`config.mk`:
```
export PLATFORM = sky130hd
export DESIGN_NAME = sbc_dev_end_flat
export DESIGN_NICKNAME = d
export VERILOG_FILES = /design/src/sbc_pkg.sv /design/src/sbc_link_if.sv /design/src/sbc_status_reg.sv /design/src/sbc_dev_end.sv /design/src/flat_wrapper.sv
export SDC_FILE = /design/constraint.sdc
export NUM_CORES = 1
export LEC_CHECK = 0
export ABC_AREA = 1
export BUFFER_PORTS_ARGS = -buffer_cell sky130_fd_sc_hd__buf_2
export CAP_MARGIN = 20
export CORE_MARGIN = 3
export CORE_UTILIZATION = 38
export CTS_BUF_LIST = sky130_fd_sc_hd__clkbuf_8
export DETAILED_ROUTE_END_ITERATION = 6
export HOLD_SLACK_MARGIN = 0.06
export PLACE_DENSITY = 0.69
export SLEW_MARGIN = 30
export SYNTH_ARGS = -nofsm -noshare
export SYNTH_HDL_FRONTEND = slang
export SYNTH_SLANG_ARGS = --single-unit
export TNS_END_PERCENT = 5
```
`constraint.sdc`:
```
create_clock -name clk -period 3.5 [get_ports clk]
set_input_delay 1.05 -clock clk [delete_from_list [all_inputs] [get_ports clk]]
set_output_delay 1.05 -clock clk [all_outputs]
set_load 0.02 [all_outputs]
```
`src/sbc_pkg.sv`:
```
// Shared constants, register map and types for the serial register bank
`default_nettype none
package sbc_pkg;

  ////////////////////////////////////////////////////////////////////////////////
  // Timing
  localparam int CLK_MHZ = 100;
  localparam int SPI_HALF_NS = 100;
  localparam int SPI_HALF_CYC = (SPI_HALF_NS * CLK_MHZ + 999) / 1000;
  localparam int GAP_NS = 200;
  localparam int GAP_CYC = (GAP_NS * CLK_MHZ + 999) / 1000;

  ////////////////////////////////////////////////////////////////////////////////
  // Frame layout
  localparam int FRAME_BITS = 16;
  localparam int ADDR_BITS = 7;
  localparam int RW_BIT = 7;
  localparam int DATA_LSB = 8;
  localparam logic [4:0] LAST_BIT = 5'h0f;
  localparam logic [4:0] ADDR_DONE = 5'h07;
  localparam logic [4:0] FRAME_FULL = 5'h10;

  ////////////////////////////////////////////////////////////////////////////////
  // Control registers
  localparam int N_CTRL = 19;
  localparam logic [6:0] CTRL_ADDR [N_CTRL] = '{
    7'h01, 7'h02, 7'h03, 7'h04, 7'h05, 7'h06, 7'h07, 7'h08, 7'h09, 7'h0c,
    7'h0d, 7'h10, 7'h14, 7'h15, 7'h17, 7'h18, 7'h19, 7'h1c, 7'h1e};
  localparam logic [7:0] CTRL_WMASK [N_CTRL] = '{
    8'hff, 8'hfb, 8'hf7, 8'h03, 8'h20, 8'hc4, 8'ha7, 8'h3f, 8'h3f, 8'h77,
    8'h77, 8'h70, 8'h77, 8'h77, 8'hff, 8'hff, 8'hff, 8'h05, 8'hff};
  localparam logic [7:0] CTRL_RWH [N_CTRL] = '{
    8'hfc, 8'h20, 8'h00, 8'h00, 8'h00, 8'h00, 8'h00, 8'h00, 8'h00, 8'h00,
    8'h00, 8'h00, 8'h00, 8'h00, 8'h00, 8'h00, 8'h00, 8'h00, 8'h00};
  localparam logic [7:0] CTRL_POR [N_CTRL] = '{
    8'h00, 8'h00, 8'h00, 8'h00, 8'h00, 8'h00, 8'h00, 8'h00, 8'h00, 8'h00,
    8'h00, 8'h00, 8'h00, 8'h00, 8'h00, 8'h00, 8'h00, 8'h00, 8'h00};
  localparam logic [7:0] CTRL_RESTART [N_CTRL] = '{
    8'h00, 8'h00, 8'h00, 8'h00, 8'h00, 8'h00, 8'h00, 8'h00, 8'h00, 8'h00,
    8'h00, 8'h00, 8'h00, 8'h00, 8'h00, 8'h00, 8'h00, 8'h00, 8'h00};
  localparam logic [7:0] CTRL_KEEP [N_CTRL] = '{
    8'h23, 8'hd9, 8'h00, 8'h00, 8'h00, 8'h00, 8'h00, 8'h00, 8'h00, 8'h00,
    8'h00, 8'h00, 8'h00, 8'h00, 8'h00, 8'h00, 8'h00, 8'h00, 8'h00};
  localparam logic [6:0] MODE_ADDR = 7'h01;
  localparam int MODE_LSB = 6;
  localparam logic [1:0] MODE_SOFT_RESET = 2'h3;

  ////////////////////////////////////////////////////////////////////////////////
  // Status registers
  localparam int N_STAT = 9;
  localparam logic [6:0] STAT_ADDR [N_STAT] = '{
    7'h40, 7'h41, 7'h42, 7'h43, 7'h44, 7'h46, 7'h47, 7'h54, 7'h55};
  localparam logic [7:0] STAT_MASK [N_STAT] = '{
    8'h5f, 8'hff, 8'h07, 8'hcf, 8'h07, 8'h37, 8'h30, 8'h0f, 8'h0f};
  localparam logic [6:0] LEVEL_ADDR = 7'h48;
  localparam logic [7:0] LEVEL_MASK = 8'hf7;
  localparam logic [6:0] IDENT_ADDR = 7'h7e;

  ////////////////////////////////////////////////////////////////////////////////
  // Types and helpers
  typedef enum logic [2:0] {
    HOST_IDLE = 3'b001,
    HOST_SHIFT = 3'b010,
    HOST_GAP = 3'b100
  } sbc_host_state_type;

  function automatic logic [7:0] sbc_write_mask(input logic [6:0] a);
    logic [7:0] m;
    m = 8'hff;
    for (int i = 0; i < N_CTRL; i++) begin
      if (CTRL_ADDR[i] == a) begin
        m = CTRL_WMASK[i];
      end
    end
    return m;
  endfunction

endpackage
`default_nettype wire

```
`src/sbc_link_if.sv`:
```
// Serial link between controller and register bank
`timescale 1ns/1ps
`default_nettype none
interface sbc_link_if;
  logic sclk;
  logic csn_n;
  logic mosi;
  logic miso;
  logic miso_oe;

  modport host (
    output sclk,
    output csn_n,
    output mosi,
    input miso,
    input miso_oe
  );

  modport dev (
    input sclk,
    input csn_n,
    input mosi,
    output miso,
    output miso_oe
  );
endinterface
`default_nettype wire

```
`src/sbc_status_reg.sv`:
```
// One sticky status register, set by hardware and cleared by the link
`timescale 1ns/1ps
`default_nettype none
module sbc_status_reg #(
  parameter logic [7:0] MASK = 8'hff
) (
  input wire logic clk,
  input wire logic nrst,
  input wire logic [7:0] set,
  input wire logic clr,
  output logic [7:0] flags
);

  // Set wins over a clear in the same cycle; reserved bits never set
  always_ff @(posedge clk or negedge nrst) begin
    if (!nrst) begin
      flags <= 8'h00;
    end else begin
      flags <= (clr ? 8'h00 : flags) | (set & MASK);
    end
  end

endmodule
`default_nettype wire

```
`src/sbc_dev_end.sv`:
```
// Register bank end: frame decoder, control and status registers
`timescale 1ns/1ps
`default_nettype none
module sbc_dev_end
  import sbc_pkg::*;
#(
  parameter logic [7:0] IDENT = 8'h5a // Arbitrary value
) (
  input wire logic clk,
  input wire logic nrst,
  input wire logic restart,
  input wire logic hw_mod_valid,
  input wire logic [6:0] hw_mod_addr,
  input wire logic [7:0] hw_mod_data,
  input wire logic [N_STAT*8-1:0] status_set,
  input wire logic [7:0] wake_levels,
  output logic [N_CTRL*8-1:0] ctrl_flat,
  output logic [N_STAT*8-1:0] status_flat,
  output logic soft_reset_pulse,
  output logic write_pulse,
  sbc_link_if.dev link
);

  ////////////////////////////////////////////////////////////////////////////////
  // Link edge detection
  logic sclk_q;
  logic csn_q;
  logic rise;
  logic fall;
  logic cs_start;
  logic cs_end;

  always_ff @(posedge clk or negedge nrst) begin
    if (!nrst) begin
      sclk_q <= 1'b0;
      csn_q <= 1'b1;
    end else begin
      sclk_q <= link.sclk;
      csn_q <= link.csn_n;
    end
  end

  assign rise = link.sclk && !sclk_q && !link.csn_n;
  assign fall = !link.sclk && sclk_q && !link.csn_n;
  assign cs_start = !link.csn_n && csn_q;
  assign cs_end = link.csn_n && !csn_q;

  ////////////////////////////////////////////////////////////////////////////////
  // Frame shifter
  logic [FRAME_BITS-1:0] rx;
  logic [4:0] cnt;
  logic [7:0] tx;
  logic [7:0] rd_value;

  always_ff @(posedge clk or negedge nrst) begin
    if (!nrst) begin
      rx <= '0;
      cnt <= 5'h00;
    end else if (cs_start) begin
      rx <= '0;
      cnt <= 5'h00;
    end else if (rise && cnt != FRAME_FULL) begin
      rx[cnt[3:0]] <= link.mosi;
      cnt <= cnt + 5'h01;
    end
  end

  // Snapshot taken once the address is known, before any write lands
  always_ff @(posedge clk or negedge nrst) begin
    if (!nrst) begin
      tx <= 8'h00;
    end else if (rise && cnt == ADDR_DONE) begin
      tx <= rd_value;
    end
  end

  always_ff @(posedge clk or negedge nrst) begin
    if (!nrst) begin
      link.miso <= 1'b0;
    end else if (cs_start) begin
      link.miso <= 1'b0;
    end else if (fall && cnt[3] && !cnt[4]) begin
      link.miso <= tx[cnt[2:0]];
    end else if (fall) begin
      link.miso <= 1'b0;
    end
  end

  always_ff @(posedge clk or negedge nrst) begin
    if (!nrst) begin
      link.miso_oe <= 1'b0;
    end else begin
      link.miso_oe <= !link.csn_n;
    end
  end

  ////////////////////////////////////////////////////////////////////////////////
  // Frame commit
  logic commit;
  logic wr_commit;
  logic [6:0] f_addr;
  logic [7:0] f_data;
  logic soft_reset;

  assign commit = cs_end && cnt == FRAME_FULL;
  assign f_addr = rx[ADDR_BITS-1:0];
  assign f_data = rx[DATA_LSB +: 8];
  assign wr_commit = commit && rx[RW_BIT];
  assign soft_reset = wr_commit && f_addr == MODE_ADDR &&
    f_data[MODE_LSB +: 2] == MODE_SOFT_RESET;

  always_ff @(posedge clk or negedge nrst) begin
    if (!nrst) begin
      soft_reset_pulse <= 1'b0;
      write_pulse <= 1'b0;
    end else begin
      soft_reset_pulse <= soft_reset;
      write_pulse <= wr_commit;
    end
  end

  ////////////////////////////////////////////////////////////////////////////////
  // Control registers
  logic [7:0] ctrl [N_CTRL];

  generate
    for (genvar g = 0; g < N_CTRL; g++) begin : g_ctrl
      always_ff @(posedge clk or negedge nrst) begin
        if (!nrst) begin
          ctrl[g] <= CTRL_POR[g];
        end else if (soft_reset) begin
          ctrl[g] <= CTRL_POR[g];
        end else if (restart) begin
          ctrl[g] <= (ctrl[g] & CTRL_KEEP[g]) | (CTRL_RESTART[g] & ~CTRL_KEEP[g]);
        end else begin
          if (hw_mod_valid && hw_mod_addr == CTRL_ADDR[g]) begin
            ctrl[g] <= (ctrl[g] & ~CTRL_RWH[g]) | (hw_mod_data & CTRL_RWH[g]);
          end else if (wr_commit && f_addr == CTRL_ADDR[g]) begin
            ctrl[g] <= f_data & CTRL_WMASK[g];
          end
        end
      end
      assign ctrl_flat[g*8 +: 8] = ctrl[g];
    end
  endgenerate

  ////////////////////////////////////////////////////////////////////////////////
  // Status registers
  logic [7:0] stat [N_STAT];

  generate
    for (genvar s = 0; s < N_STAT; s++) begin : g_stat
      sbc_status_reg #(
        .MASK(STAT_MASK[s])
      ) u_stat (
        .clk(clk),
        .nrst(nrst),
        .set(status_set[s*8 +: 8]),
        .clr(soft_reset || (wr_commit && f_addr == STAT_ADDR[s])),
        .flags(stat[s])
      );
      assign status_flat[s*8 +: 8] = stat[s];
    end
  endgenerate

  ////////////////////////////////////////////////////////////////////////////////
  // Read decode
  always_comb begin
    rd_value = 8'h00;
    for (int i = 0; i < N_CTRL; i++) begin
      if (rx[ADDR_BITS-1:0] == CTRL_ADDR[i]) begin
        rd_value = ctrl[i];
      end
    end
    for (int i = 0; i < N_STAT; i++) begin
      if (rx[ADDR_BITS-1:0] == STAT_ADDR[i]) begin
        rd_value = stat[i];
      end
    end
    if (rx[ADDR_BITS-1:0] == LEVEL_ADDR) begin
      rd_value = wake_levels & LEVEL_MASK;
    end
    if (rx[ADDR_BITS-1:0] == IDENT_ADDR) begin
      rd_value = IDENT;
    end
  end

endmodule
`default_nettype wire

```
`src/flat_wrapper.sv`:
```
// flat-port wrapper written by rule: the top's interface ports become plain ports
module sbc_dev_end_flat import sbc_pkg::*;
#(
  parameter logic [7:0] IDENT = 8'h5a                   
)
  (clk, nrst, restart, hw_mod_valid, hw_mod_addr, hw_mod_data, status_set, wake_levels, ctrl_flat, status_flat, soft_reset_pulse, write_pulse, link_sclk, link_csn_n, link_mosi, link_miso, link_miso_oe);
  sbc_link_if link_i ();
  input wire logic clk;
  input wire logic nrst;
  input wire logic restart;
  input wire logic hw_mod_valid;
  input wire logic [6:0] hw_mod_addr;
  input wire logic [7:0] hw_mod_data;
  input wire logic [N_STAT*8-1:0] status_set;
  input wire logic [7:0] wake_levels;
  output logic [N_CTRL*8-1:0] ctrl_flat;
  output logic [N_STAT*8-1:0] status_flat;
  output logic soft_reset_pulse;
  output logic write_pulse;
  input wire logic [$bits(link_i.sclk)-1:0] link_sclk;
  input wire logic [$bits(link_i.csn_n)-1:0] link_csn_n;
  input wire logic [$bits(link_i.mosi)-1:0] link_mosi;
  output wire logic [$bits(link_i.miso)-1:0] link_miso;
  output wire logic [$bits(link_i.miso_oe)-1:0] link_miso_oe;
  assign link_i.sclk = link_sclk;
  assign link_i.csn_n = link_csn_n;
  assign link_i.mosi = link_mosi;
  assign link_miso = link_i.miso;
  assign link_miso_oe = link_i.miso_oe;
  sbc_dev_end #(.IDENT(IDENT)) u_core (.clk(clk), .nrst(nrst), .restart(restart), .hw_mod_valid(hw_mod_valid), .hw_mod_addr(hw_mod_addr), .hw_mod_data(hw_mod_data), .status_set(status_set), .wake_levels(wake_levels), .ctrl_flat(ctrl_flat), .status_flat(status_flat), .soft_reset_pulse(soft_reset_pulse), .write_pulse(write_pulse), .link(link_i));
endmodule
```
After elaboration in Yosys (flattened, before gate mapping)
Index checks and enable logic that the tools add are counted.
{"block": "word_totals", "in_bits": 102, "word_cells": 369, "reg_bits": 259, "out_inout_bits": 228}
{"block": "op_classes", "order_cmp": 3, "muxes": 127, "addsub": 1, "n_eq_ne": 71, "bitwise": 11, "n_reduce_logical": 117}
{"operator": "$mux 8", "count": 115}
{"operator": "$eq 7x5->1 const B", "count": 16}
{"operator": "$eq 7x7->1 const B", "count": 11}
{"operator": "$logic_and 1x1->1", "count": 61}
{"operator": "$reduce_bool 3->1", "count": 20}
{"operator": "$eq 7x3->1 const B", "count": 8}
{"operator": "$eq 7x4->1 const B", "count": 8}
{"operator": "$ne 3x2->1 const B", "count": 17}
{"operator": "$reduce_and 2->1", "count": 19}
{"operator": "$mux 16", "count": 2}
{"operator": "$eq 7x2->1 const B", "count": 4}
{"operator": "$or 8x6->8", "count": 3}
{"operator": "$bwmux 16", "count": 1}
{"operator": "$or 8x3->8", "count": 2}
{"operator": "$or 8x4->8", "count": 2}
{"operator": "$or 8x8->8", "count": 2}
{"operator": "$eq 7x1->1 const B", "count": 2}
{"operator": "$mux 5", "count": 2}
{"operator": "$logic_or 1x1->1", "count": 9}
{"operator": "$or 2x8->8", "count": 1}
{"operator": "$or 8x7->8", "count": 1}
{"operator": "$reduce_bool 4->1", "count": 2}
{"operator": "$add 5x1->5 const B", "count": 1}
{"operator": "$eq 5x3->1 const B", "count": 1}
{"operator": "12 further kinds", "count": 20}

Longest topological paths before layout
Gate-level depths: netlist of run 1.
{"block": "depth", "word_depth": 31, "mapped_depth": 25, "ltp_nobuf": 25}

Cells and area by module
A second synthesis of run 1 with hierarchy kept.
{"block": "hier_totals", "cells_unflattened": 1341, "hier_area_um2": 9955.8}
{"mod": "sbc_dev_end", "seq_area_each_um2": 3529.6, "n_inst": 1, "cells_each": 1129, "area_per_inst_um2": 8171.6}
{"mod": "sbc_status_reg at u_core.g_stat[0].u_stat ...", "seq_area_each_um2": 150.1, "n_inst": 2, "cells_each": 28, "area_per_inst_um2": 240.2}
{"mod": "sbc_status_reg at u_core.g_stat[7].u_stat ...", "seq_area_each_um2": 100.1, "n_inst": 2, "cells_each": 22, "area_per_inst_um2": 182.7}
{"mod": "sbc_status_reg at u_core.g_stat[2].u_stat ...", "seq_area_each_um2": 75.1, "n_inst": 2, "cells_each": 19, "area_per_inst_um2": 153.9}
{"mod": "sbc_status_reg at u_core.g_stat[1].u_stat", "seq_area_each_um2": 200.2, "n_inst": 1, "cells_each": 33, "area_per_inst_um2": 294.0}
{"mod": "sbc_status_reg at u_core.g_stat[5].u_stat", "seq_area_each_um2": 125.1, "n_inst": 1, "cells_each": 25, "area_per_inst_um2": 211.5}
{"mod": "sbc_status_reg at u_core.g_stat[6].u_stat", "seq_area_each_um2": 50.0, "n_inst": 1, "cells_each": 16, "area_per_inst_um2": 125.1}

Worst setup path before layout of run 1
OpenSTA, ideal clock, no wires.
{"block": "synth_path", "kind": "input-to-reg", "from": "input hw_mod_addr[4]", "to": "register u_core.ctrl, in the netlist u_core.ctrl_flat[1]", "path_stages": 10, "slack_ns": 0.926, "setup_ns": 0.076, "t_arrival_ns": 2.498, "path_buffers": 1, "t_required_ns": 3.424, "path_cell_list": "nor3_1 > inv_1 > nor2_1 > inv_1 > nor2_1 > inv_1 > clkbuf_1 > o31ai_1 > nand2_1 > o21ai_1"}
{"block": "synth_between", "elab_chain_len": 5}
{"item": "from (decl)", "line_no": "flat_wrapper.sv:12", "rtl": "input wire logic [6:0] hw_mod_addr;"}
{"item": "$eq 7x1->1 *", "line_no": "sbc_dev_end.sv:136", "rtl": "if (hw_mod_valid && hw_mod_addr == CTRL_ADDR[g]) begin"}
{"item": "$logic_and 1x1->1 *", "line_no": "sbc_dev_end.sv:136"}
{"item": "$mux 8", "line_no": "sbc_dev_end.sv:136"}
{"item": "$mux 8", "line_no": "sbc_dev_end.sv:133", "rtl": "end else if (restart) begin"}
{"item": "$mux 8", "line_no": "sbc_dev_end.sv:131", "rtl": "end else if (soft_reset) begin"}
{"item": "to (signal, indexed assignment)", "line_no": "sbc_dev_end.sv:132", "rtl": "ctrl[g] <= CTRL_POR[g];"}
{"item": "to (signal, indexed assignment)", "line_no": "sbc_dev_end.sv:134", "rtl": "ctrl[g] <= (ctrl[g] & CTRL_KEEP[g]) | (CTRL_RESTART[g] & ~CTRL_KEEP[g]);"}
{"item": "to (signal, indexed assignment)", "line_no": "sbc_dev_end.sv:137", "rtl": "ctrl[g] <= (ctrl[g] & ~CTRL_RWH[g]) | (hw_mod_data & CTRL_RWH[g]);"}
{"item": "to (decl)", "line_no": "sbc_dev_end.sv:124", "rtl": "logic [7:0] ctrl [N_CTRL];"}
Every way passes the cells marked *; elsewhere a longest branch is shown, timed or not. The select of a mux whose other input is x is not followed.
A chain may end at the register's enable or synchronous reset.

Worst setup path after layout of run 1
{"block": "layout_path", "from": "register u_core.cnt[0]", "to": "register u_core.ctrl, in the netlist u_core.ctrl_flat[132]"}
{"block": "layout_between", "elab_chain_len": 7}
{"item": "from (decl)", "line_no": "sbc_dev_end.sv:51", "rtl": "logic [4:0] cnt;"}
{"item": "from (signal assigned)", "line_no": "sbc_dev_end.sv:64", "rtl": "cnt <= cnt + 5'h01;"}
{"item": "$eq 5x5->1 *", "line_no": "sbc_dev_end.sv:105", "rtl": "assign commit = cs_end && cnt == FRAME_FULL;"}
{"item": "$logic_and 1x1->1 *", "line_no": "sbc_dev_end.sv:105"}
{"item": "$logic_and 1x1->1 *", "line_no": "sbc_dev_end.sv:108", "rtl": "assign wr_commit = commit && rx[RW_BIT];"}
{"item": "$logic_and 1x1->1 (2 in a row)", "line_no": "sbc_dev_end.sv:109", "rtl": "assign soft_reset = wr_commit && f_addr == MODE_ADDR &&"}
{"item": "$ne 3x2->1 (no line) / $reduce_bool 3->1 (equally long branches)"}
{"item": "$reduce_and 2->1 (no line)"}
{"item": "to (signal, indexed assignment)", "line_no": "sbc_dev_end.sv:130", "rtl": "ctrl[g] <= CTRL_POR[g];"}
{"item": "to (signal, indexed assignment)", "line_no": "sbc_dev_end.sv:132"}
{"item": "to (signal, indexed assignment)", "line_no": "sbc_dev_end.sv:134"}
Every way passes the cells marked *; elsewhere a longest branch is shown, timed or not.

==> results of run 1 <==
how the worst min path moves through the flow:
stage / start / end / slack [ns] / cells after the start
final: u_core.tx[7] / u_core.tx[7] / 0.50 / 2
after global routing: u_core.tx[7] / u_core.tx[7] / 0.53 / 2
after CTS: u_core.tx[7] / u_core.tx[7] / 0.51 / 2
after detailed placement: u_core.tx[7] / u_core.tx[7] / 0.48 / 2
after global placement: u_core.tx[0] / u_core.tx[0] / 0.47 / 2
after floorplan: u_core.tx[5] / u_core.tx[5] / 0.45 / 2
cell usage after synthesis, types with 2 or more instances:
| library cell | number |
|---|---|
| nand2_2 | 2 |
| nand2_4 | 2 |
| and2_4 | 2 |
| inv_2 | 12 |
| o22ai_1 | 3 |
| nor3_2 | 2 |
| a31o_2 | 9 |
| a211oi_1 | 4 |
| o211ai_1 | 7 |
| o21bai_1 | 32 |
| nor2_1 | 66 |
| clkinv_1 | 2 |
| inv_1 | 116 |
| ha_1 | 4 |
| o31ai_1 | 4 |
| or2_0 | 4 |
| inv_4 | 2 |
| clkbuf_1 | 4 |
| or2_2 | 4 |
| nand3_1 | 50 |
| a221oi_1 | 4 |
| a31oi_1 | 10 |
| nor2_8 | 2 |
| nand3_4 | 2 |
| o2111ai_1 | 2 |
| dfrtp_1 | 181 |
| a21oi_1 | 40 |
| nand2_1 | 303 |
| nor2_2 | 6 |
| a31oi_2 | 3 |
| o21ai_1 | 65 |
| nor2_4 | 6 |
| nor3_4 | 2 |
| buf_2 | 16 |
| o21ai_0 | 94 |
| nor3_1 | 17 |
| buf_4 | 79 |
| nand4_1 | 20 |
| buf_6 | 4 |
power groups by stage:
stage / Clock, mW / Sequential (mW) / Combinational (mW)
global route: 1.50 / 2.13 / 0.400
detailed placement: 0 / 2.17 / 0.359
finish: 1.38 / 2.13 / 0.362
CTS: 1.41 / 2.13 / 0.360
global placement: 0 / 2.17 / 0.357
floorplan: 0 / 2.16 / 0.294
layout by cell type, fill, tap and decap left out, types with 14 or more instances in the layout:
cell type / count
nor2_1: 65
a21oi_1: 40
nand4_1: 20
conb_1: 77
dfrtp_1: 181
clkbuf_8: 17
buf_2: 217
o21ai_0: 94
o21bai_1: 32
nand3_1: 50
o21ai_1: 65
buf_4: 14
inv_1: 116
nand2_1: 303
nor3_1: 17
registers in the layout, indices dropped and copies added, names as in the netlist:
register / flops
u_core.g_stat.u_stat.flags: 41
u_core.rx: 16
u_core.cnt: 5
u_core.tx: 8
u_core.csn_q: 1
u_core.write_pulse: 1
u_core.link.miso_oe: 1
u_core.soft_reset_pulse: 1
u_core.sclk_q: 1
u_core.link.miso: 1
u_core.ctrl_flat: 106
routing by layer:
layer	vias to the layer above	wire (um)
met5	-	21
met4	4	499
met3	35	2384
met2	413	14760
met1	4280	13640
li1	4252	-
through the flow:
step           setup WS, ns  utilization  total power, mW  instances  hold WS (ns)
2_1_floorplan        0.9255            -            2.457       1272        0.4495
3_3_place_gp         0.3291       0.4439            2.526       1729        0.4672
3_5_place_dp         0.2657       0.4439            2.527       1729        0.4825
4_1_cts              0.3292       0.4583            3.902       1759        0.5081
5_1_grt              0.1788       0.4586            4.028       1759        0.5309
6_report             0.4059       0.4586            3.866       1759        0.4985
critical path, cell delays in order, from the launching register on:
cell     delay, ns
dfrtp_1       0.53
inv_1         0.17
ha_1          0.28
and2_4        0.18
nand2_1       0.09
nor3_2        0.04
and2_4        0.14
inv_4         0.17
nor2_8        0.06
nand3_4       0.17
nand2_8       0.17
nor2_1        0.70
o21ai_0       0.21
area by class of cell:
| type | instances | area, sq um | share of cell area |
|---|---|---|---|
| clock buffer | 17 | 234.0 | 0.02067 |
| clock inverter | 13 | 121.4 | 0.01072 |
| inverter | 132 | 500.5 | 0.04422 |
| multi-input combinational | 854 | 4198 | 0.3709 |
| sequential | 182 | 4556 | 0.4025 |
| tap | 324 | 405.4 | 0.03582 |
| timing repair buffer | 237 | 1303 | 0.1151 |
kinds of logic (layout without fill, tap and decap cells):
logic type,count (synthesis),after routing
muxes,1,1
buffers and inverters,236,399
and+or+nand+nor,492,492
AOI/OAI and AO/OA,280,280
adders and majority gates,4,4
DFF,182,182
other,1,77
==> impl_metrics.ini, run 1 <==
[synth]
synth_edf_count = 0
synth_compound_area_frac = 0.1684
synth-async-reset-ratio = 1.000
synth.distinct_cells = 48
synthTopCellsByArea = dfrtp_1, nand2_1, buf_4
synth_mux_area_frac = 0.001032
syn_area_per_cell_sq_um = 8.108
synth_seq_cells = 182
netlist_area_sq_um = 9697
seq_area_frac_synth = 0.4698
yosys_warnings = 0
synth_simple_gate_area_share = 0.2276
synth_top_family_by_area = simple AND/OR/NAND/NOR gates
synth_ff_type = dfrtp_1
synth_xor_area_frac = 0
synthAdderAreaFrac = 0.005161
yosys.area.top_type_share = 0.4671
synth_top_area_cell = dfrtp_1
synthCells = 1196

[hold_path]
hold_path_class = reg -> reg

[global_route]
grt_pass1_wl_um = 48760
antenna_found_initial = 2
gr-total-overflow = 0
grt_max_degree = 68
grt_pass1_vias = 8517
grt_usage = 0.2242
met3_usage = 0.05023
top_usage_layer = met2
grt_use_met2 = 0.3632
gr-usage-met1 = 0.3079

[placement]
port_buffers = 218
placed_cell_area_sq_um = 10950
place_hpwl_um = 24040
gp_congestion = 0.9249

[timing]
maxSlewViolCount = 0
clock-skew-final_ns = 0.02422
fin_crit_ns = 3.094
finalHoldViolCount = 0
finalSetupViolCount = 0
maxSlewHeadroom = 0.4165
tns_ns = 0
tightest_slew_ns = 0.8721
period_share = 0.8840
rsz0062_at_grt = false
fmax_mhz = 323.2

[clock_network]
cts_buffers = 17
ctsHoldBuffers = 0
ctsResizeCount = 0
clk_pin_slew_worst_paths_ns = 0.10
cts_max_level = 4
postCtsSetupRepairBufs = 0
cts_tree = built
clk_path_buf_depth = 2
numClockSinks = 182
cts_root_buffer = clkbuf_8
worstSkewPairLatency_ns = 0.48

[detailed_routing]
via_per_inst = 5.107
drc = 0
firstDrtPassIters = 5
ant_nets = 0
via_count = 8984
avgRoutedWirePerCell_um = 17.79
first_iter_violations = 833
wl_um = 31300

[worst_setup_path]
r2r_cells = 12
arrival_ns = 3.41
endpoint = u_core.ctrl_flat[132]
rr_endpoint = u_core.ctrl_flat[132]
reg2reg_from = u_core.cnt[0]
critPathLaunchType = flop
end_kind = flop
worstSetupStartpoint = u_core.cnt[0]
crit_fanout = 19
setup.worst_path.class = reg -> reg
required_ns = 3.82
regToRegSetupSlack_ns = 0.41

[run_status]
status = complete, no violations

[floorplan]
rows = 57
dieArea_sq_um = 27470
ioPinCount = 330
start_util = 0.3930
die_w_um = 165.7
die_h_um = 165.7
core_area_sq_um = 24680

[power_and_ir_drop]
clkPwrFrac = 0.356
p_int_mw = 2.765
p_sw_mw = 1.102
irDropWorstVdd_uv = 209.1
pwr-share-seq = 0.550
power.leakage_nw = 5.994
swShare = 0.2849
p_per_area_nw_per_um2 = 341.6
comb_power_share = 0.094

[finish]
finalNetCount = 1530
fin_area_sq_um = 11320
area_growth_syn_to_layout_pct = 16.71
antennaDiodeCount = 0
n_fill_cell = 2542
drive_gt1_frac = 0.2286

[flow_run]
max-cap-violations = 0
Power figures use the tool's default switching activity.
==> inputs of run 2 (changes only) <==
--- a/config.mk
+++ b/config.mk
@@ -9,11 +9,11 @@
 export BUFFER_PORTS_ARGS = -buffer_cell sky130_fd_sc_hd__buf_2
 export CAP_MARGIN = 20
 export CORE_MARGIN = 3
-export CORE_UTILIZATION = 38
+export CORE_UTILIZATION = 52
 export CTS_BUF_LIST = sky130_fd_sc_hd__clkbuf_8
 export DETAILED_ROUTE_END_ITERATION = 6
 export HOLD_SLACK_MARGIN = 0.06
-export PLACE_DENSITY = 0.69
+export PLACE_DENSITY = 0.88
 export SLEW_MARGIN = 30
 export SYNTH_ARGS = -nofsm -noshare
 export SYNTH_HDL_FRONTEND = slang
==> impl_metrics.ini, run 2 (synthesized netlist as in run 1, its figures left out) <==
[floorplan]
ioPinCount = 330
rows = 49
core_area_sq_um = 18150
die_h_um = 142.6
start_util = 0.5343
dieArea_sq_um = 20320
die_w_um = 142.6

[global_route]
gr-total-overflow = 0
antenna_found_initial = 1
grt_max_degree = 76
grt_usage = 0.2915
grt_pass1_wl_um = 46260
grt_pass1_vias = 8769

[finish]
area_growth_syn_to_layout_pct = 15.23
finish.utilization = 0.6157
final_common_cell = nand2_1
fin_area_sq_um = 11170
drive_gt1_frac = 0.2261
multiInputGateArea_sq_um = 4195
finalNetCount = 1526
largest_reg_flops = 106
stdcell_count = 1664
n_fill_cell = 1606
seq_area_sq_um = 4556
final_cell_mix = nand2_1, buf_2, dfrtp_1

[power_and_ir_drop]
total_power_mw = 3.947
power.leakage_nw = 5.976
swShare = 0.2763
pwr-share-seq = 0.539
irDropWorstVdd_uv = 220.5
p_sw_mw = 1.090
p_int_mw = 2.857
clkPwrFrac = 0.370
comb_power_share = 0.091
p_per_area_nw_per_um2 = 353.3

[worst_setup_path]
required_ns = 3.80
critPathLaunchType = flop
path_cells = inv_1, ha_1, and2_4, nand2_1, nor3_2, and2_4, inv_4, nor2_8, nand3_4, nand2_8, nor2_1, o21ai_0
rr_endpoint = u_core.ctrl_flat[116]
crit_slowest_cell = nor2_1
arrival_ns = 3.45
endpoint = u_core.ctrl_flat[116]
worst_path_most_repeated_cell = and2_4
regToRegSetupSlack_ns = 0.35
r2r_cells = 12
reg2reg_from = u_core.cnt[0]
worstSetupStartpoint = u_core.cnt[0]
cpPeakStageDelay_ns = 0.71
cp_num_cells = 12
end_kind = flop
crit_fanout = 19
crit_family = simple AND/OR/NAND/NOR gates
critPathBufInv = 2
setup.worst_path.class = reg -> reg

[timing]
tightest_slew_ns = 0.8969
maxSlewViolCount = 0
period_share = 0.9007
fin_crit_ns = 3.152
finalHoldViolCount = 0
tns_ns = 0
setup_slack_ns = 0.3475
clock-skew-final_ns = 0.01921
rsz0062_at_grt = false
hold_ws_ns = 0.4996
finalSetupViolCount = 0
fmax_mhz = 317.2
maxSlewHeadroom = 0.3999

[clock_network]
ctsHoldBuffers = 0
ctsResizeCount = 0
clk_pin_slew_worst_paths_ns = 0.10
cts_tree = built
clk_path_buf_depth = 2
worstSkewPairLatency_ns = 0.47
numClockSinks = 182
cts_max_level = 4
postCtsSetupRepairBufs = 0
cts_buffers = 17
cts_root_buffer = clkbuf_8

[hold_path]
hold_path_class = reg -> reg

[detailed_routing]
via_per_inst = 5.492
drc = 0
ant_nets = 0
firstDrtPassIters = 5
via_count = 9139
first_iter_violations = 851
avgRoutedWirePerCell_um = 17.88
wl_um = 29760

[placement]
gp_congestion = 0.9355
placed_cell_area_sq_um = 10770
place_hpwl_um = 22670
placed_cells = 1630
pre_cts_slack_ns = 0.3308
port_buffers = 218

[flow_run]
max-cap-violations = 0

[run_status]
status = complete, no violations
[run 2: cell type report]
class / count / area share
clock inverters: 14 / 0.01321
flip-flops and latches: 182 / 0.4077
diodes: 2 / 0.0004479
inverters: 132 / 0.04479
multi-input cells: 854 / 0.3755
well taps: 229 / 0.02564
repair buffers: 233 / 0.1105
clock buffers: 18 / 0.02217
[run 2: per-layer routing]
layer  up-vias  global-route usage  wire, um
met5         -                   0         0
met3        73             0.06788      2780
met2       528              0.4758     14190
met4         0              0.1146       990
li1       4240                   -         -
met1      4298              0.3778     11800
[run 2: tightest hold or removal path, cell delays in order, from the launching register on]
cell,delay (ns)
dfrtp_1,0.37
nand2_1,0.06
nand2_1,0.05
[run 2: worst min path at each step]
| stage | from | to | slack [ns] | depth (start not counted) |
|---|---|---|---|---|
| 5_1_grt | u_core.tx[2] | u_core.tx[2] | 0.53 | 2 |
| 3_5_place_dp | u_core.tx[2] | u_core.tx[2] | 0.47 | 2 |
| 6_report | u_core.tx[2] | u_core.tx[2] | 0.50 | 2 |
| 4_1_cts | u_core.tx[2] | u_core.tx[2] | 0.49 | 2 |
| 3_3_place_gp | u_core.tx[2] | u_core.tx[2] | 0.47 | 2 |
| 2_1_floorplan | u_core.tx[5] | u_core.tx[5] | 0.45 | 2 |
[run 2: power groups by stage]
stage | clock network, mW | registers (mW) | logic [mW]
detailed placement | 0 | 2.17 | 0.355
global route | 1.57 | 2.13 | 0.401
finish | 1.46 | 2.13 | 0.360
CTS | 1.47 | 2.13 | 0.356
floorplan | 0 | 2.16 | 0.294
global placement | 0 | 2.17 | 0.350
==> inputs of run 3 (changes only) <==
--- a/config.mk
+++ b/config.mk
@@ -9,11 +9,11 @@
 export BUFFER_PORTS_ARGS = -buffer_cell sky130_fd_sc_hd__buf_2
 export CAP_MARGIN = 20
 export CORE_MARGIN = 3
-export CORE_UTILIZATION = 52
+export CORE_UTILIZATION = 57
 export CTS_BUF_LIST = sky130_fd_sc_hd__clkbuf_8
 export DETAILED_ROUTE_END_ITERATION = 6
 export HOLD_SLACK_MARGIN = 0.06
-export PLACE_DENSITY = 0.88
+export PLACE_DENSITY = 0.95
 export SLEW_MARGIN = 30
 export SYNTH_ARGS = -nofsm -noshare
 export SYNTH_HDL_FRONTEND = slang
==> constraint.sdc (replaced) <==
create_clock -name clk -period 3.7 [get_ports clk]
set_input_delay 1.11 -clock clk [delete_from_list [all_inputs] [get_ports clk]]
set_output_delay 1.11 -clock clk [all_outputs]
set_load 0.02 [all_outputs]
==> impl_metrics.ini, run 3 (synthesized netlist as in run 1, its figures left out) <==
[run_status]
status = complete, no violations

[clock_network]
ctsResizeCount = 0
clk_path_buf_depth = 2
worstSkewPairLatency_ns = 0.47
postCtsSetupRepairBufs = 0
ctsHoldBuffers = 0
numClockSinks = 182
clk_pin_slew_worst_paths_ns = 0.09
cts_max_level = 4
cts_tree = built
cts_buffers = 17
cts_root_buffer = clkbuf_8

[floorplan]
core_area_sq_um = 16640
dieArea_sq_um = 18610
ioPinCount = 330
rows = 47
start_util = 0.5827
die_h_um = 136.4
die_w_um = 136.4

[finish]
final_cell_mix = nand2_1, buf_2, dfrtp_1
area_growth_syn_to_layout_pct = 15.30
largest_reg_flops = 106
fin_area_sq_um = 11180
drive_gt1_frac = 0.2270
final_common_cell = nand2_1
finalNetCount = 1525

[timing]
rsz0062_at_grt = false
finalSetupViolCount = 0
period_share = 0.8192
tns_ns = 0
clock-skew-final_ns = 0.01371
fin_crit_ns = 3.031
fmax_mhz = 329.9
finalHoldViolCount = 0
maxSlewHeadroom = 0.5029
tightest_slew_ns = 0.7379
maxSlewViolCount = 0

[detailed_routing]
via_count = 9145
first_iter_violations = 914
via_per_inst = 5.532
ant_nets = 0
avgRoutedWirePerCell_um = 17.39
firstDrtPassIters = 7
drc = 0
wl_um = 28750

[worst_setup_path]
path_cells = inv_1, ha_1, and2_4, nand2_1, nor3_2, and2_4, inv_4, nor2_8, nand3_4, nand2_8, inv_4, nand2_1, o21ai_0
crit_slowest_cell = dfrtp_1
critPathLaunchType = flop
critPathBufInv = 3
required_ns = 4.03
crit_fanout = 19
end_kind = flop
arrival_ns = 3.37
setup.worst_path.class = reg -> reg
r2r_cells = 13
cp_num_cells = 13
crit_family = simple AND/OR/NAND/NOR gates
cpPeakStageDelay_ns = 0.50

[power_and_ir_drop]
comb_power_share = 0.089
p_int_mw = 2.798
p_sw_uw = 986.8
irDropWorstVdd_uv = 232.6
power.leakage_nw = 5.968
p_per_area_nw_per_um2 = 338.5
swShare = 0.2608
pwr-share-seq = 0.532
clkPwrFrac = 0.380
total_power_mw = 3.785

[placement]
place_hpwl_um = 22170
placed_cell_area_sq_um = 10740
port_buffers = 218
gp_congestion = 0.9502

[global_route]
grt_pass1_wl_um = 44210
gr-total-overflow = 0
grt_max_degree = 71
grt_pass1_vias = 8452
grt_usage = 0.3080
antenna_found_initial = 0

[flow_run]
max-cap-violations = 0

[hold_path]
whs_path_depth = 2
hold_path_class = reg -> reg
==> run 3: changes by cell type in the layout (fill, tap and decap cells not counted), sizes merged <==
cell	change
buf	-1
bufinv	+1
clkbuf	+2
clkinv	-5
clkinvlp	+3
diode	-1
inv	-1
==> run 3: power by group through the flow <==
stage / clock, mW / sequential (mW) / combinational (mW)
after floorplan: 0 / 2.05 / 0.278
after global placement: 0 / 2.05 / 0.326
after detailed placement: 0 / 2.05 / 0.331
after CTS: 1.44 / 2.01 / 0.332
after global routing: 1.52 / 2.01 / 0.376
final: 1.44 / 2.01 / 0.336
==> run 3: final timing paths <==
check                              startpoint                               end  slack, ns
worst min register to register   u_core.tx[2]                      u_core.tx[2]       0.50
worst max register to register  u_core.cnt[0]             u_core.ctrl_flat[150]       0.67
worst max-delay path            u_core.cnt[0]             u_core.ctrl_flat[150]       0.67
min in group asynchronous                nrst                      u_core.tx[0]       0.54
worst min-delay path             u_core.tx[2]                      u_core.tx[2]       0.50
max in group asynchronous                nrst  u_core.g_stat[3].u_stat.flags[3]       2.36
==> run 3: final cells by class <==
cell class | instances | area, sq um
sequential | 182 | 4556
antenna | 1 | 2.502
clock inverter | 12 | 150.1
fill | 1336 | 5461
clock buffer | 20 | 275.3
timing repair buffer | 232 | 1215
multi-input combinational | 854 | 4207
inverter | 132 | 500.5
tap | 220 | 275.3
==> run 3: per-layer routing <==
metal / routed length (um) / GRT usage / vias up / part of all wire
li1: - / - / 4237 / -
met1: 10920 / 0.3979 / 4257 / 0.38
met2: 14010 / 0.5171 / 571 / 0.49
met3: 2929 / 0.06255 / 80 / 0.10
met4: 902 / 0.1092 / 0 / 0.031
met5: 0 / 0 / - / 0
==> run 3: metrics by stage <==
step | util | setup slack, ns | cells | hold slack (ns)
3_5_place_dp | 0.6451 | 0.4428 | 1620 | 0.4780
5_1_grt | 0.6717 | 0.4979 | 1652 | 0.5256
3_3_place_gp | 0.6451 | 0.5506 | 1620 | 0.4636
6_report | 0.6718 | 0.6690 | 1653 | 0.4996
2_1_floorplan | - | 1.066 | 1272 | 0.4495
4_1_cts | 0.6706 | 0.5762 | 1652 | 0.4994
==> run 3: tightest hold or removal path, stage by stage, from the launching register on <==
cell	delay, ns
dfrtp_1	0.35
nand2_1	0.06
nand2_1	0.06
